--- config.mk ---
export PLATFORM = sky130hd
export DESIGN_NAME = supply_monitor_flag_logic
export DESIGN_NICKNAME = d
export VERILOG_FILES = /design/src/supply_watch_pkg.sv /design/src/supply_monitor_flag_logic.sv /design/src/supply_cmp_filter.sv
export SDC_FILE = /design/constraint.sdc
export NUM_CORES = 1
export LEC_CHECK = 0
export ABC_AREA = 1
export BUFFER_PORTS_ARGS = -buffer_cell sky130_fd_sc_hd__buf_2
export CORE_UTILIZATION = 51
export CTS_CLUSTER_SIZE = 30
export DETAILED_ROUTE_END_ITERATION = 10
export PLACE_DENSITY_LB_ADDON = 0.2
export REMOVE_ABC_BUFFERS = 1
export SYNTH_ARGS = -nofsm -noshare
export SYNTH_HDL_FRONTEND = slang
export SYNTH_HIERARCHICAL = 1
export SYNTH_SLANG_ARGS = --single-unit
--- constraint.sdc ---
create_clock -name mclk_i -period 1.5 [get_ports mclk_i]
set_clock_uncertainty 0.05 [all_clocks]
set_input_delay 0.3 -clock mclk_i [delete_from_list [all_inputs] [get_ports mclk_i]]
set_output_delay 0.3 -clock mclk_i [all_outputs]
set_load 0.05 [all_outputs]
--- src/supply_watch_pkg.sv ---
package supply_watch_pkg;

  // Register placement on the core's special-function bus
  localparam logic [7:0] CTRL_ADDR  = 8'hdf;
  localparam logic [7:0] CTRL_RESET = 8'hde;

  // Field positions in supply_monitor_control
  localparam int unsigned BIT_DCMP  = 7;
  localparam int unsigned BIT_ACMP  = 6;
  localparam int unsigned BIT_FLAG  = 5;
  localparam int unsigned BIT_DTRIP = 3;
  localparam int unsigned BIT_ATRIP = 1;
  localparam int unsigned BIT_ON    = 0;

  // Trip point encodings, shared by both supplies
  localparam logic [1:0] TRIP_4V63 = 2'h0;
  localparam logic [1:0] TRIP_3V08 = 2'h1;
  localparam logic [1:0] TRIP_2V93 = 2'h2;
  localparam logic [1:0] TRIP_2V63 = 2'h3;

  // Timing
  localparam int unsigned CLK_PERIOD_NS  = 8;
  localparam int unsigned TICK_NS        = 1000;
  localparam int unsigned TICK_CYCLES    = (TICK_NS + CLK_PERIOD_NS - 1) / CLK_PERIOD_NS;
  localparam int unsigned HOLD_MS        = 250;
  localparam int unsigned HOLD_TICKS_DEF = (HOLD_MS * 1000 * 1000) / TICK_NS;
  localparam int unsigned FILTER_DEF     = 16;

  // Control register image
  typedef struct packed {
    logic       dcmp;
    logic       acmp;
    logic       flag;
    logic [1:0] dtrip;
    logic [1:0] atrip;
    logic       on;
  } ctrl_s;

  typedef enum logic [0:0] {
    HOLD_IDLE,
    HOLD_RUN
  } hold_state_e;

endpackage

--- src/supply_monitor_flag_logic.sv ---
// How it works
// - Either comparator low sets the flag
// - Both good 250 ms, flag clears itself
// - Software clear ignored while a supply low
// - Bit 7 reads live digital comparator
// - Bit 6 reads live analog comparator
// - Interrupt only when external enable set
// - Comparator glitches filtered before use
// - Bits 4:3 select digital trip point
// - Five-volt part: digital trip select unusable
// - Trip codes 4.63/3.08/2.93/2.63 V, drive comparator
// - Bits 2:1 select analog trip point
// - Bit 0 enables low-supply detection; status bits and software flag writes work with it clear
`timescale 1ns/1ps
module supply_monitor_flag_logic #(
  parameter int unsigned HOLD_TICKS     = supply_watch_pkg::HOLD_TICKS_DEF,
  parameter int unsigned FILTER_CYCLES  = supply_watch_pkg::FILTER_DEF,
  parameter bit          FIVE_VOLT_PART = 1'b0
) (
  // Clock and reset
  input  wire logic       mclk_i,
  input  wire logic       sys_rst_i,
  // Special-function register bus
  input  wire logic [7:0] sfr_addr_i,
  input  wire logic       sfr_wr_i,
  input  wire logic [7:0] sfr_wdata_i,
  input  wire logic       sfr_rd_i,
  output logic      [7:0] sfr_rdata_o,
  // Analog comparators
  input  wire logic       digital_supply_cmp_i,
  input  wire logic       analog_supply_cmp_i,
  output logic      [1:0] digital_trip_select_o,
  output logic      [1:0] analog_trip_select_o,
  output logic            monitor_on_o,
  // Interrupt controller
  input  wire logic       irq_enable_priority_two_i,
  output logic            supply_low_irq_o
);
  localparam int unsigned HW = $clog2(HOLD_TICKS + 1);
  localparam int unsigned DW = $clog2(supply_watch_pkg::TICK_CYCLES + 1);

  supply_watch_pkg::ctrl_s       rst_img;
  supply_watch_pkg::ctrl_s       rd_img;
  supply_watch_pkg::hold_state_e state_q, state_d;

  logic          dcmp_good, acmp_good;
  logic          supply_low;
  logic          ctrl_wr, ctrl_rd;
  logic [1:0]    dtrip_q, dtrip_d;
  logic [1:0]    atrip_q, atrip_d;
  logic          on_q,    on_d;
  logic          flag_q,  flag_d;
  logic [HW-1:0] hold_q,  hold_d;
  logic [DW-1:0] div_q,   div_d;
  logic          tick;
  logic          hold_done;
  logic [7:0]    rdata_q, rdata_d;

  assign rst_img = supply_watch_pkg::CTRL_RESET;

  ////////////////////////////////////////////////////////////////////////////
  // Comparator conditioning
  supply_cmp_filter #(
    .CYCLES (FILTER_CYCLES)
  ) u_dfilt (
    .mclk_i    (mclk_i),
    .sys_rst_i (sys_rst_i),
    .raw_i     (digital_supply_cmp_i),
    .good_o    (dcmp_good)
  );

  supply_cmp_filter #(
    .CYCLES (FILTER_CYCLES)
  ) u_afilt (
    .mclk_i    (mclk_i),
    .sys_rst_i (sys_rst_i),
    .raw_i     (analog_supply_cmp_i),
    .good_o    (acmp_good)
  );

  // A disabled monitor never reports a low supply
  assign supply_low = on_q && (!dcmp_good || !acmp_good);

  ////////////////////////////////////////////////////////////////////////////
  // Register decode and writable fields
  assign ctrl_wr = sfr_wr_i && (sfr_addr_i == supply_watch_pkg::CTRL_ADDR);
  assign ctrl_rd = sfr_rd_i && (sfr_addr_i == supply_watch_pkg::CTRL_ADDR);

  always_comb begin
    dtrip_d = dtrip_q;
    atrip_d = atrip_q;
    on_d    = on_q;
    if (ctrl_wr) begin
      dtrip_d = sfr_wdata_i[supply_watch_pkg::BIT_DTRIP +: 2];
      atrip_d = sfr_wdata_i[supply_watch_pkg::BIT_ATRIP +: 2];
      on_d    = sfr_wdata_i[supply_watch_pkg::BIT_ON];
    end
  end

  always_ff @(posedge mclk_i or posedge sys_rst_i) begin
    if (sys_rst_i) begin
      dtrip_q <= supply_watch_pkg::CTRL_RESET[supply_watch_pkg::BIT_DTRIP +: 2];
      atrip_q <= supply_watch_pkg::CTRL_RESET[supply_watch_pkg::BIT_ATRIP +: 2];
      on_q    <= supply_watch_pkg::CTRL_RESET[supply_watch_pkg::BIT_ON];
    end else begin
      dtrip_q <= dtrip_d;
      atrip_q <= atrip_d;
      on_q    <= on_d;
    end
  end

  // The five-volt part resets below the top trip point, so only that code is driven
  assign digital_trip_select_o = FIVE_VOLT_PART ? supply_watch_pkg::TRIP_4V63 : dtrip_q;
  assign analog_trip_select_o  = atrip_q;
  assign monitor_on_o          = on_q;

  ////////////////////////////////////////////////////////////////////////////
  // Hold timer: microsecond ticks counted while both supplies stay good
  assign tick      = (div_q == DW'(supply_watch_pkg::TICK_CYCLES - 1));
  // A low arriving in the expiry cycle must not let the timer clear the flag
  assign hold_done = (state_q == supply_watch_pkg::HOLD_RUN) && tick && !supply_low &&
                     (hold_q == HW'(HOLD_TICKS - 1));

  always_comb begin
    state_d = state_q;
    hold_d  = hold_q;
    div_d   = '0;
    case (state_q)
      supply_watch_pkg::HOLD_IDLE: begin
        hold_d = '0;
        if (flag_q && !supply_low) begin
          state_d = supply_watch_pkg::HOLD_RUN;
        end
      end
      supply_watch_pkg::HOLD_RUN: begin
        if (supply_low || !flag_q || hold_done) begin
          state_d = supply_watch_pkg::HOLD_IDLE;
          hold_d  = '0;
        end else begin
          div_d = tick ? '0 : div_q + DW'(1);
          if (tick) begin
            hold_d = hold_q + HW'(1);
          end
        end
      end
      default: begin
        state_d = supply_watch_pkg::HOLD_IDLE;
        hold_d  = '0;
      end
    endcase
  end

  always_ff @(posedge mclk_i or posedge sys_rst_i) begin
    if (sys_rst_i) begin
      state_q <= supply_watch_pkg::HOLD_IDLE;
      hold_q  <= '0;
      div_q   <= '0;
    end else begin
      state_q <= state_d;
      hold_q  <= hold_d;
      div_q   <= div_d;
    end
  end

  ////////////////////////////////////////////////////////////////////////////
  // Low-supply flag: hardware set beats any software write
  always_comb begin
    flag_d = flag_q;
    if (supply_low) begin
      flag_d = 1'b1;
    end else if (hold_done) begin
      flag_d = 1'b0;
    end else if (ctrl_wr) begin
      flag_d = sfr_wdata_i[supply_watch_pkg::BIT_FLAG];
    end
  end

  always_ff @(posedge mclk_i or posedge sys_rst_i) begin
    if (sys_rst_i) begin
      flag_q <= supply_watch_pkg::CTRL_RESET[supply_watch_pkg::BIT_FLAG];
    end else begin
      flag_q <= flag_d;
    end
  end

  assign supply_low_irq_o = flag_q && irq_enable_priority_two_i;

  ////////////////////////////////////////////////////////////////////////////
  // Read-back, one cycle after the strobe; other addresses answer zero
  always_comb begin
    rd_img       = rst_img;
    rd_img.dcmp  = dcmp_good;
    rd_img.acmp  = acmp_good;
    rd_img.flag  = flag_q;
    rd_img.dtrip = dtrip_q;
    rd_img.atrip = atrip_q;
    rd_img.on    = on_q;
    rdata_d      = ctrl_rd ? rd_img : 8'h00;
  end

  always_ff @(posedge mclk_i or posedge sys_rst_i) begin
    if (sys_rst_i) begin
      rdata_q <= 8'h00;
    end else begin
      rdata_q <= rdata_d;
    end
  end

  assign sfr_rdata_o = rdata_q;
endmodule // supply_monitor_flag_logic

--- src/supply_cmp_filter.sv ---
`timescale 1ns/1ps
module supply_cmp_filter #(
  parameter int unsigned CYCLES = supply_watch_pkg::FILTER_DEF
) (
  // Clock and reset
  input  wire logic mclk_i,
  input  wire logic sys_rst_i,
  // Comparator
  input  wire logic raw_i,
  output logic      good_o
);
  localparam int unsigned CW = $clog2(CYCLES + 1);

  logic          sync1_q, sync2_q;
  logic          out_q,   out_d;
  logic [CW-1:0] cnt_q,   cnt_d;

  ////////////////////////////////////////////////////////////////////////////
  // Output changes only after CYCLES agreeing samples; shorter pulses are lost
  always_comb begin
    out_d = out_q;
    cnt_d = '0;
    if (sync2_q != out_q) begin
      if (cnt_q == CW'(CYCLES - 1)) begin
        out_d = sync2_q;
      end else begin
        cnt_d = cnt_q + CW'(1);
      end
    end
  end

  always_ff @(posedge mclk_i or posedge sys_rst_i) begin
    if (sys_rst_i) begin
      sync1_q <= 1'b1;
      sync2_q <= 1'b1;
      out_q   <= 1'b1;
      cnt_q   <= '0;
    end else begin
      sync1_q <= raw_i;
      sync2_q <= sync1_q;
      out_q   <= out_d;
      cnt_q   <= cnt_d;
    end
  end

  assign good_o = out_q;
endmodule // supply_cmp_filter

==> results.ini <==
[die]
rows=26
core_um2=5140
initial_core_util=0.536
chipWidth_um=75.5
ios=37
dieArea_um2=5700
fp.dieH_um=75.5

[outcome]
status=finished with violations
violations=setup timing

[synth]
yosysWarnings=6
synth.area.top_cells=dfrtp_1 (42%), nand2_1 (12%), nor2_1 (10%), dfstp_2 (9.5%), inv_1 (7.8%)
synth-seq-cells=56
yosys.area.top_type=dfrtp_1
synth_edf_count=0
ys_types=25
async_reset_ff_frac=1.00
synth.top_cell.area_share=0.418
synth_area_um2=2760
yosys-top-cells-count=nand2_1 (85), nor2_1 (76), inv_1 (57), dfrtp_1 (46), nand3_1 (19)
syn_area_per_cell_um2=7.83
yosysMostFrequentCell=nand2_1
synthCells=352
synthFlopType=dfrtp_1
yosysSeqAreaShare=0.513

[timing]
final_hold_viol_count=0
post-route-period-util=1.02
finalCriticalPeriod_ns=1.53
grt_setup_unrepaired=yes
tightest_slew_ns=0.400
drv_slew=0
fmax_mhz=654
setup_ws_ns=-0.0295
slew_headroom=0.733
setup_viol=12
whs_ns=0.0267

[power]
p_leak_nw=1.72
finalPower_mw=2.90
ir_drop_mv=0.556
power_density_nw_per_um2=834

[critical_path]
cp_top_family=simple AND/OR/NAND/NOR gates
max_stage_delay_ns=0.38
crit_type=reg2reg
critPathMostFrequentCell=nand2_4
cp.required_ns=1.65
cp.depth=9
path_cells=ha_2, nand2_4, nor2_4, nand3_2, nor2_4, nand2_4, nand2_4, buf_6, nor2_1
start_kind=flop
r2r_slack_ns=-0.03
cp_num_buf_inv=1
cp_max_fo=6
reg2reg_depth=9
crit_path_top_delay_cell=dfrtp_1
worstPathArrival_ns=1.68
endpoint_kind=flop

[detailed_routing]
remaining_drc_errors=0
drt_iter0_markers=87
wl_per_cell_um=11.6
routed_wl_mm=5.59
num_vias=2367
drtPass1Iterations=4
via_per_inst=4.90
ant_nets=0

[finish]
area_delta_synth_final_pct=26.0
diodes=0
nNetsFinal=440
final_area_um2=3470
final_layout_size_suffix_gt1_frac=0.278
fillers=439

[clock_tree]
clk_pin_slew_worst_paths_ns=0.10
clockRootBuffer=clkbuf_8
htree_num_levels=2
tritoncts=yes
numCtsBuffers=5
clock_path_buffers=2
clock-sinks=56
clk_latency_ns=0.31

[place]
port_buffers=34
placed_area_um2=3150
hpwl_mm=4.05
gp_congestion=0.817

[flow_run]
cap_viol_max_count=0

[grt]
grt_overflow=0
grt_max_degree=41
grt_pass1_wl_mm=9.09
grt_pass1_vias=2176
gr-usage-all-layers=0.211
antenna_found_initial=0

[min_path]
hp-class=in2reg
hold_depth=1

[what timing repair did]
item,4_1_cts,5_1_grt
setup endpoints to repair,25,25
pin swaps,3,7
endpoints found under the hold margin,25,0
gates resized for setup,10,41
hold buffers,1,0
buffers inserted,0,1
[layout by cell type (no fill, tap or decap), types with 3 or more instances in the layout]
cell	Yosys	layout
nand2_4	0	3
nand2_2	2	6
xnor2_1	3	3
a31oi_1	3	3
nand3_2	0	3
nor2_2	3	15
nor2_4	0	5
buf_6	2	3
buf_4	0	17
dfrtp_1	46	46
a21oi_1	7	5
nand4_1	14	14
dfstp_2	10	10
nand2_1	85	77
nor2_1	76	59
inv_1	57	54
xor2_1	8	8
clkbuf_8	0	5
nand3_1	19	16
buf_2	1	34
ha_1	5	4
[routing by layer]
layer / part of all wire / up-vias / global-route usage
met5: 0 / - / 0
met4: 0.011 / 0 / 0.0556
met3: 0.041 / 6 / 0.0450
met2: 0.50 / 49 / 0.370
met1: 0.44 / 1112 / 0.267
li1: - / 1200 / -
[flip-flops by register name, indices dropped and copies added (netlist names), 2 cells and up]
signal,cells
hold_q,18
sfr_rdata_o,8
div_q,7
u_afilt/cnt_q,5
u_dfilt/cnt_q,5
analog_trip_select_o,2
digital_trip_select_o,2
[final timing paths]
kind / to / startpoint
max: hold_q[6] / hold_q[1]
min: u_afilt/sync1_q / analog_supply_cmp_i
max reg2reg: hold_q[6] / hold_q[1]
min reg2reg: u_dfilt/sync2_q / u_dfilt/sync1_q
max in group asynchronous: analog_trip_select_o[1] / sys_rst_i
min in group asynchronous: u_afilt/cnt_q[4] / sys_rst_i
[cell families after synthesis]
| family | share of synthesized area |
|---|---|
| and+or+nand+nor | 0.309 |
| xor gates and xnor gates | 0.0350 |
| DFF | 0.513 |
| adders and majority gates | 0.0227 |
| buffers and inverters | 0.0903 |
| AOI/OAI and AO/OA | 0.0300 |
[worst reg2reg max path, delay by kind of cell (launching register included)]
family        cells  cell delay (ns)
flops             1             0.38
buf+inv           1             0.14
fa+ha+maj         1             0.21
simple gates      7             0.65
[power breakdown]
group,total (mW),switching (mW),internal [mW],leakage (nW)
sequential,1.57,0.0223,1.54,0.732
clock,1.17,0.498,0.672,0.0687
combinational,0.160,0.104,0.0567,0.917
total,2.90,0.624,2.27,1.72
[per-stage QoR]
step	instances	worst slack, ns	setup TNS, ns	utilization
after global routing	483	-0.107	-1.53	0.676
after detailed placement	473	-0.0654	-0.594	0.613
after global placement	473	-0.00771	-0.0146	0.613
after floorplan	348	-0.0405	-0.151	-
after CTS	482	-0.00326	-0.00326	0.648
final	483	-0.0295	-0.242	0.676
[area by class of cell]
type | count | area, um^2 | area share
clock buffers | 5 | 68.8 | 0.0198
flip-flops and latches | 56 | 1410 | 0.407
multi-input cells | 234 | 1230 | 0.356
well taps | 70 | 87.6 | 0.0252
inverters | 58 | 223 | 0.0641
clock inverters | 3 | 68.8 | 0.0198
repair buffers | 57 | 377 | 0.108
Power figures use the tool's default switching activity.
